<file path="src/verilog/imtc_pkg.sv">
// Constants, types and register map of the two-wire master control block
package imtc_pkg;
  // APB byte offsets
  localparam logic [11:0] OFF_CTRL   = 12'h000;
  localparam logic [11:0] OFF_STATUS = 12'h004;
  localparam logic [11:0] OFF_DATA   = 12'h008;
  // Control register, bit 7 down to bit 0
  typedef struct packed {
    logic done;
    logic ack_enable;
    logic start_request;
    logic stop_request;
    logic write_collision;
    logic interface_enable;
    logic rsv;
    logic interrupt_enable;
  } imtc_ctrl_s;
  localparam logic [7:0] CTRL_RST    = 8'h00;
  localparam logic [7:0] STATUS_MASK = 8'hf8;
  // Status codes, prescaler bits zero
  localparam logic [7:0] ST_START   = 8'h08;
  localparam logic [7:0] ST_RSTART  = 8'h10;
  localparam logic [7:0] ST_AW_ACK  = 8'h18;
  localparam logic [7:0] ST_AW_NACK = 8'h20;
  localparam logic [7:0] ST_DT_ACK  = 8'h28;
  localparam logic [7:0] ST_DT_NACK = 8'h30;
  localparam logic [7:0] ST_ARB     = 8'h38;
  localparam logic [7:0] ST_AR_ACK  = 8'h40;
  localparam logic [7:0] ST_AR_NACK = 8'h48;
  localparam logic [7:0] ST_DR_ACK  = 8'h50;
  localparam logic [7:0] ST_DR_NACK = 8'h58;
  localparam logic [7:0] ST_NONE    = 8'hf8;
  // Bit timing: link period split in four quarters
  localparam int CLK_NS  = 5;
  localparam int LINK_NS = 125;
  localparam int QTR_DEF = (LINK_NS / (4 * CLK_NS) < 1) ? 1 : LINK_NS / (4 * CLK_NS);
  localparam logic [1:0] PH_DRIVE  = 2'h0;
  localparam logic [1:0] PH_RISE   = 2'h1;
  localparam logic [1:0] PH_SAMPLE = 2'h2;
  localparam logic [1:0] PH_FALL   = 2'h3;
  localparam logic [2:0] LAST_BIT  = 3'h7;
  // Engine states, one-hot
  typedef enum logic [5:0] {
    S_IDLE  = 6'h01,
    S_START = 6'h02,
    S_HOLD  = 6'h04,
    S_XFER  = 6'h08,
    S_ACK   = 6'h10,
    S_STOP  = 6'h20
  } imtc_state_e;
endpackage

</file>
<file path="src/verilog/imtc_top.sv">
// Two-wire master control engine with APB register access
//
// Design decisions made here: register access over APB and the register addresses.
`timescale 1ns/10ps
`default_nettype none
module imtc_top
  import imtc_pkg::*;
#(
  parameter int QTR_CYC = QTR_DEF,
  parameter int CNT_W   = 8
) (
  input  wire logic        pclk,
  input  wire logic        presetn,
  input  wire logic        psel,
  input  wire logic        penable,
  input  wire logic        pwrite,
  input  wire logic [11:0] paddr,
  input  wire logic [31:0] pwdata,
  output var  logic [31:0] prdata,
  output var  logic        pready,
  output var  logic        pslverr,
  input  wire logic        scl_in,
  output var  logic        scl_out,
  output var  logic        scl_oe,
  input  wire logic        sda_in,
  output var  logic        sda_out,
  output var  logic        sda_oe,
  output var  logic        irq
);
  if (QTR_CYC < 1 || QTR_CYC >= (1 << CNT_W)) begin : g_chk
    $error("QTR_CYC out of range for CNT_W");
  end
  imtc_ctrl_s       ctrl;
  imtc_ctrl_s       next_ctrl;
  imtc_state_e      st;
  imtc_state_e      next_st;
  logic [7:0]       status;
  logic [7:0]       next_status;
  logic [7:0]       data;
  logic [7:0]       next_data;
  logic [7:0]       sh;
  logic [7:0]       next_sh;
  logic [1:0]       ph;
  logic [1:0]       next_ph;
  logic [2:0]       bitn;
  logic [2:0]       next_bitn;
  logic [CNT_W-1:0] cnt;
  logic [CNT_W-1:0] next_cnt;
  logic [31:0]      next_rd;
  logic             scl_drv;
  logic             next_scl;
  logic             sda_drv;
  logic             next_sda;
  logic             own;
  logic             next_own;
  logic             mrx;
  logic             next_mrx;
  logic             adr;
  logic             next_adr;
  logic             nack;
  logic             next_nack;
  logic             busy;
  logic             next_busy;
  logic             scl_s1;
  logic             scl_s2;
  logic             sda_s1;
  logic             sda_s2;
  logic             sda_d;
  logic             wr;
  logic             mapped;
  logic             tick;
  logic             stall;
  logic             set_done;
  logic             rx;
  // Pins pass two flops before use
  always_ff @(posedge pclk or negedge presetn) begin
    if (!presetn) begin
      scl_s1 <= 1'b1;
      scl_s2 <= 1'b1;
      sda_s1 <= 1'b1;
      sda_s2 <= 1'b1;
      sda_d  <= 1'b1;
    end else begin
      scl_s1 <= scl_in;
      scl_s2 <= scl_s1;
      sda_s1 <= sda_in;
      sda_s2 <= sda_s1;
      sda_d  <= sda_s2;
    end
  end
  // Open-drain: only ever pull low
  assign scl_out = 1'b0;
  assign sda_out = 1'b0;
  assign scl_oe  = scl_drv;
  assign sda_oe  = sda_drv;
  assign irq     = ctrl.done & ctrl.interrupt_enable;
  // Bus answers in the access phase, no wait states
  assign mapped  = (paddr == OFF_CTRL) || (paddr == OFF_STATUS) || (paddr == OFF_DATA);
  assign pready  = 1'b1;
  assign pslverr = psel & penable & ~mapped;
  assign wr      = psel & penable & pwrite & mapped;
  // A released clock held low by a slave stretches the high phases
  assign stall = ~scl_drv & ~scl_s2 & ph[1];
  assign tick  = (cnt == CNT_W'(QTR_CYC - 1)) & ~stall;
  assign rx    = mrx & ~adr;
  // Registers and bit engine; the bus watcher is the next block
  always_comb begin
    next_ctrl   = ctrl;
    next_status = status;
    next_data   = data;
    next_st     = st;
    next_ph     = ph;
    next_bitn   = bitn;
    next_sh     = sh;
    next_scl    = scl_drv;
    next_sda    = sda_drv;
    next_own    = own;
    next_mrx    = mrx;
    next_adr    = adr;
    next_nack   = nack;
    next_rd     = prdata;
    next_cnt    = cnt;
    set_done    = 1'b0;
    // Read data captured in setup, so it comes from a flop
    if (psel & ~penable & ~pwrite) begin
      unique case (paddr)
        OFF_CTRL:   next_rd = {24'h00_0000, ctrl};
        OFF_STATUS: next_rd = {24'h00_0000, status & STATUS_MASK};
        OFF_DATA:   next_rd = {24'h00_0000, data};
        default:    next_rd = 32'h0000_0000;
      endcase
    end
    if (wr && paddr == OFF_CTRL) begin
      next_ctrl.ack_enable       = pwdata[6];
      next_ctrl.start_request    = pwdata[5];
      next_ctrl.stop_request     = pwdata[4];
      next_ctrl.interface_enable = pwdata[2];
      next_ctrl.interrupt_enable = pwdata[0];
      if (pwdata[7]) begin
        next_ctrl.done = 1'b0;
      end
    end
    if (wr && paddr == OFF_DATA) begin
      if (ctrl.done) begin
        next_data                 = pwdata[7:0];
        next_ctrl.write_collision = 1'b0;
      end else begin
        next_ctrl.write_collision = 1'b1;
      end
    end
    // Quarter-bit divider runs only in the START, XFER, ACK and STOP states
    if (st == S_IDLE || st == S_HOLD || tick) begin
      next_cnt = '0;
    end else if (!stall) begin
      next_cnt = cnt + CNT_W'(1);
    end
    if (tick) begin
      next_ph = ph + 2'h1;
    end
    unique case (st)
      S_IDLE: begin
        next_scl = 1'b0;
        next_sda = 1'b0;
        next_own = 1'b0;
        next_ph  = PH_DRIVE;
        // Wait for a free bus before taking it
        if (ctrl.interface_enable & ctrl.start_request & ~ctrl.done & ~busy) begin
          next_st = S_START;
        end
      end
      S_START: begin
        if (tick) begin
          unique case (ph)
            PH_DRIVE:  next_sda = 1'b0;
            PH_RISE:   next_scl = 1'b0;
            PH_SAMPLE: next_sda = 1'b1;
            PH_FALL: begin
              next_scl    = 1'b1;
              set_done    = 1'b1;
              next_status = own ? ST_RSTART : ST_START;
              next_own    = 1'b1;
              next_st     = S_HOLD;
            end
          endcase
        end
      end
      S_HOLD: begin
        next_ph = PH_DRIVE;
        // Clock stays low while the flag is up, except after lost arbitration, which released it
        if (!ctrl.done) begin
          if (!own) begin
            next_st = S_IDLE;
          end else if (ctrl.stop_request) begin
            next_st = S_STOP;
          end else if (ctrl.start_request) begin
            next_st = S_START;
          end else if (status == ST_START || status == ST_RSTART) begin
            next_st   = S_XFER;
            next_sh   = data;
            next_adr  = 1'b1;
            next_mrx  = data[0];
            next_bitn = 3'h0;
          end else if (status == ST_AW_ACK || status == ST_AW_NACK ||
                       status == ST_DT_ACK || status == ST_DT_NACK ||
                       status == ST_AR_ACK || status == ST_DR_ACK) begin
            next_st   = S_XFER;
            next_sh   = data;
            next_adr  = 1'b0;
            next_bitn = 3'h0;
          end
        end
      end
      S_XFER: begin
        if (tick) begin
          unique case (ph)
            PH_DRIVE:  next_sda = rx ? 1'b0 : ~sh[7];
            PH_RISE:   next_scl = 1'b0;
            PH_SAMPLE: begin
              // Released a one but the line reads low: another master won
              if (!rx && !sda_drv && !sda_s2) begin
                next_sda    = 1'b0;
                next_scl    = 1'b0;
                next_own    = 1'b0;
                next_status = ST_ARB;
                set_done    = 1'b1;
                next_st     = S_HOLD;
              end else begin
                next_sh = {sh[6:0], sda_s2};
              end
            end
            PH_FALL: begin
              next_scl  = 1'b1;
              next_bitn = bitn + 3'h1;
              if (bitn == LAST_BIT) begin
                next_st = S_ACK;
              end
            end
          endcase
        end
      end
      S_ACK: begin
        if (tick) begin
          unique case (ph)
            PH_DRIVE:  next_sda = rx & ctrl.ack_enable;
            PH_RISE:   next_scl = 1'b0;
            PH_SAMPLE: next_nack = sda_s2;
            PH_FALL: begin
              next_scl = 1'b1;
              next_sda = 1'b0;
              set_done = 1'b1;
              next_st  = S_HOLD;
              if (rx) begin
                next_data   = sh;
                next_status = ctrl.ack_enable ? ST_DR_ACK : ST_DR_NACK;
              end else if (adr && mrx) begin
                next_status = nack ? ST_AR_NACK : ST_AR_ACK;
              end else if (adr) begin
                next_status = nack ? ST_AW_NACK : ST_AW_ACK;
              end else begin
                next_status = nack ? ST_DT_NACK : ST_DT_ACK;
              end
            end
          endcase
        end
      end
      S_STOP: begin
        if (tick) begin
          unique case (ph)
            PH_DRIVE:  next_sda = 1'b1;
            PH_RISE:   next_scl = 1'b0;
            PH_SAMPLE: next_sda = 1'b0;
            PH_FALL: begin
              next_ctrl.stop_request = 1'b0;
              next_own = 1'b0;
              next_st  = S_IDLE;
            end
          endcase
        end
      end
    endcase
    // Enable low drops the bus at once
    if (!ctrl.interface_enable) begin
      next_st  = S_IDLE;
      next_scl = 1'b0;
      next_sda = 1'b0;
      next_own = 1'b0;
    end
    // Hardware set wins over a software clear
    if (set_done) begin
      next_ctrl.done = 1'b1;
    end
  end
  // START and STOP seen on the wires track bus occupancy
  always_comb begin
    next_busy = busy;
    if (scl_s2 & sda_d & ~sda_s2) begin
      next_busy = 1'b1;
    end else if (scl_s2 & ~sda_d & sda_s2) begin
      next_busy = 1'b0;
    end
  end
  // State registers
  always_ff @(posedge pclk or negedge presetn) begin
    if (!presetn) begin
      ctrl    <= CTRL_RST;
      status  <= ST_NONE;
      data    <= 8'h00;
      st      <= S_IDLE;
      ph      <= PH_DRIVE;
      bitn    <= 3'h0;
      sh      <= 8'h00;
      cnt     <= '0;
      prdata  <= 32'h0000_0000;
      scl_drv <= 1'b0;
      sda_drv <= 1'b0;
      own     <= 1'b0;
      mrx     <= 1'b0;
      adr     <= 1'b0;
      nack    <= 1'b0;
      busy    <= 1'b0;
    end else begin
      ctrl    <= next_ctrl;
      status  <= next_status;
      data    <= next_data;
      st      <= next_st;
      ph      <= next_ph;
      bitn    <= next_bitn;
      sh      <= next_sh;
      cnt     <= next_cnt;
      prdata  <= next_rd;
      scl_drv <= next_scl;
      sda_drv <= next_sda;
      own     <= next_own;
      mrx     <= next_mrx;
      adr     <= next_adr;
      nack    <= next_nack;
      busy    <= next_busy;
    end
  end
endmodule
`default_nettype wire

</file>
<file path="config.mk">
export PLATFORM = sky130hd
export DESIGN_NAME = imtc_top
export DESIGN_NICKNAME = d
export VERILOG_FILES = /design/src/verilog/imtc_pkg.sv /design/src/verilog/imtc_top.sv
export SDC_FILE = /design/constraint.sdc
export NUM_CORES = 1
export LEC_CHECK = 0
export BUFFER_PORTS_ARGS = -buffer_cell sky130_fd_sc_hd__buf_2
export CAP_MARGIN = 20
export CORE_UTILIZATION = 50
export CTS_BUF_LIST = sky130_fd_sc_hd__clkbuf_8
export DETAILED_ROUTE_END_ITERATION = 6
export GPL_TIMING_DRIVEN = 0
export PLACE_DENSITY = 0.75
export RECOVER_POWER = 100
export SETUP_SLACK_MARGIN = 0.5
export SYNTH_ARGS = -nofsm -noshare
export SYNTH_HDL_FRONTEND = slang
export SYNTH_SLANG_ARGS = --single-unit
</file>
<file path="constraint.sdc">
create_clock -name pclk -period 5.98 [get_ports pclk]
set_clock_uncertainty 0.15 [all_clocks]
set_input_delay 0.598 -clock pclk [delete_from_list [all_inputs] [get_ports pclk]]
set_output_delay 0.598 -clock pclk [all_outputs]
set_load 0.02 [all_outputs]
</file>
==> metrics.txt <==
warning count from the yosys run 0; Final min period 3.57 ns; area of the die 8270 um2; routed wire length 8560 um; clock latency on the worst-skew pair around 0.35 ns; first-iteration detailed-routing DRC count roughly 270; CTS buffer count 9; routability congestion estimate 0.870; Critical Path Sink Type asynchronous set/reset pin; Mean Syn Cell Area about 9.7 um2; maximum clock path buffer count 2; initial antenna violation count 0; Max-Cap Viols 1; Port Buffers 38; layout net count between 500 and 600; quantity of gates resized following cts 0; power density over the cells 356 nW/um2; CTS tree built; clock slew seen by the registers of the worst setup and hold paths approximately 0.070 ns; list of cells traversed by the critical path clkbuf_1; Max Clk Rate about 0.28 GHz; Seq/Total Area, Yosys 42.7%; unrepaired setup endpoints after global routing no; Synth async-reset ratio between 90% and 100%; setup repair bufs after CTS 0; buffers plus inverters on the worst setup path 1; Synth Register Bits 67; cell family with the largest share of critical-path delay buffers and inverters; power share of the clock group a little over a quarter; final sum of negative setup slack 0 ns; clock root buffer master sky130_fd_sc_hd__clkbuf_8; type of the setup path with the least slack in2async; final cycle utilization of the critical path approximately 60%; worst max-slew margin expressed relative to the limit -134%; fraction of power consumed by combinational cells 34.7%; footprint of the multi-input gates approximately 1900 um2; Worst Path Arrival between 3 and 4 ns; final hold viol count 0; Die Ht about 91 um; drt wl/cell between 10 and 15 um; post-cts hold buffer count 0; leakage power summed over all cells about 0.0022 uW; final-report max-slew violation count ~70; final design instance area without fill about 4500 um2; maximum number of pins on one net before global-route repair about 70; Rows 32; vias in the first global route 2936; count of fill cells added during filler insertion between 600 and 700; ant diodes 0; via count approximately 3100; HPWL after detailed placement about 6200 um; post-place instance area 4370 um2; vias per std cell 5.33; design internal power roughly 1000 uW; CP max stage cell sky130_fd_sc_hd__clkbuf_1; leftover overflow at the end of global routing 0; Worst-Margin Slew approximately 3.5 ns; number of different library cells in the post-synthesis netlist 66; Critical Path Max Stage Delay about 2.4 ns; Mapped Cells around 400; total core area approximately 7700 um2; router iterations before antenna repair 5; Netlist Area Pre-Place 3960 um2; Starting Density between 50% and 60%; result of the run finished with violations; share of power burned in registers 39.3%; die span in x 91.0 um; Tightest Hold Check Type in2reg; switching power total approximately 580 uW; Sw Ratio between 30% and 40%; crit path max fanout 67; number of enable-type register cells in the synthesized netlist 0; I/O pin total 90; Setup crit start kind input port; violations in the final reports max-capacitance violations, max-slew violations; area used by sequential logic in the layout approximately 1700 um2; final setup violating endpoints 0; CTS H-tree depth 3; maximum ir drop on the vdd rail around 230 uV; number of nets with antenna violations after routing 0; share of cells above drive strength 1 a little over a fifth; total global-route track usage ~22%; ys flop type sky130_fd_sc_hd__dfrtp_1; first-pass GRT wire length 14500 um; relative area change from synthesis to final layout 13.6%; TritonCTS sink count 67; Remaining DRCs 0; worst path required time roughly 5.5 ns
power groups by stage:
stage | registers, uW | clock network, uW | logic [uW]
global placement | 630 | 0 | 565
finish | 628 | 416 | 554
floorplan | 618 | 0 | 461
detailed placement | 635 | 0 | 578
CTS | 627 | 422 | 582
global route | 639 | 438 | 623
area by class of cell:
type / instances / area share, %
Tap cell: 102 / 2.84
Inverter: 19 / 1.59
Timing Repair Buffer: 38 / 3.87
Sequential cell: 67 / 37.6
Buffer: 46 / 6.88
Clock inverter: 7 / 2.06
Multi-Input combinational cell: 299 / 42.4
Clock buffer: 9 / 2.76
layer usage:
metal  wire length, um  track usage [%]  vias to the layer above
li1                  -                -                     1527
met1              4090             32.6                     1477
met2              3850             33.5                      114
met3               476             2.68                       12
met4               133             8.33                        0
met5                 0                0                        -
cells in the mapped netlist, drive strengths merged, types with 2 or more instances:
cell type	instances	share of area [%]
xnor2	7	1.5
nor4	6	1.3
conb	2	0.19
dfrtp	56	35
nor3	5	0.63
a211oi	2	0.38
mux2i	27	6.8
buf	39	7.4
xor2	6	1.3
inv	19	1.8
o22ai	3	0.47
a22oi	5	0.95
nand4b	2	0.44
nand3	11	1.4
clkbuf	7	1.3
o21ai	29	4.1
a21oi	18	2.3
o2111a	2	0.57
and2	2	0.35
and3	5	0.79
nor2b	5	0.79
and2b	2	0.44
nor3b	2	0.51
a21o	2	0.41
a31oi	3	0.47
or4	6	1.3
nand4	3	0.47
nand2	31	2.9
a221o	5	1.3
ha	9	2.8
nand3b	3	0.76
or4b	2	0.51
nor2	40	3.8
or3	2	0.32
o211ai	2	0.38
o221ai	2	0.44
mux2	9	2.7
or2	3	0.47
dfstp	11	7.3
state kept, by name, summed over array words and instances (netlist names), 2 cells and up:
name,flops
cnt,8
data,8
prdata,8
sh,8
ctrl,7
st,6
status,5
bitn,3
ph,2
worst paths after layout:
kind / startpoint / to / slack (ns) / cells after the start
setup / recovery: presetn / busy / 2.41 / 1
hold reg to reg: sda_s1 / sda_s2 / 0.21 / 0
min in group asynchronous: presetn / cnt[4] / 1.29 / 1
setup reg to reg: st[1] / sh[0] / 2.52 / 8
max in group pclk: st[1] / sh[0] / 2.52 / 8
hold / removal: sda_in / sda_s1 / 0.20 / 1
layout by cell type, fill, tap and decap left out, types with 5 or more instances in the layout:
cell,instances
sky130_fd_sc_hd__nor2b_1,5
sky130_fd_sc_hd__buf_2,27
sky130_fd_sc_hd__and3_1,5
sky130_fd_sc_hd__xnor2_1,7
sky130_fd_sc_hd__nor4_1,6
sky130_fd_sc_hd__mux2i_1,27
sky130_fd_sc_hd__a22oi_1,5
sky130_fd_sc_hd__clkbuf_1,25
sky130_fd_sc_hd__xor2_1,6
sky130_fd_sc_hd__dfrtp_1,56
sky130_fd_sc_hd__or4_1,5
sky130_fd_sc_hd__buf_4,28
sky130_fd_sc_hd__nand3_1,11
sky130_fd_sc_hd__nor2_1,40
sky130_fd_sc_hd__mux2_2,8
sky130_fd_sc_hd__clkbuf_8,10
sky130_fd_sc_hd__a21oi_1,18
sky130_fd_sc_hd__dfstp_2,9
sky130_fd_sc_hd__conb_1,27
sky130_fd_sc_hd__o21ai_0,28
sky130_fd_sc_hd__ha_1,9
sky130_fd_sc_hd__a221o_1,5
sky130_fd_sc_hd__nor3_1,5
sky130_fd_sc_hd__nand2_1,31
sky130_fd_sc_hd__inv_1,20
stage by stage:
step	utilization [%]	total power, uW	hold WS (ns)	setup slack, ns	std cells
floorplan	-	1080	0.152	3.60	431
global placement	56.8	1200	0.196	3.12	571
detailed placement	56.9	1210	0.198	2.99	571
CTS	59.7	1630	0.189	3.33	587
global route	58.4	1700	0.193	1.57	587
finish	58.4	1600	0.200	2.41	587
kinds of logic after synthesis:
kind of cell    Yosys count  share of synthesized area, %
xor+xnor                 13                          2.88
other cells               2                         0.190
compound gates           81                          13.6
fa+ha+maj                 9                          2.85
flops                    67                          42.7
mux                      36                          9.49
simple gates            133                          17.8
buf+inv                  65                          10.5
Note: power is estimated with default switching activity, not from simulation.
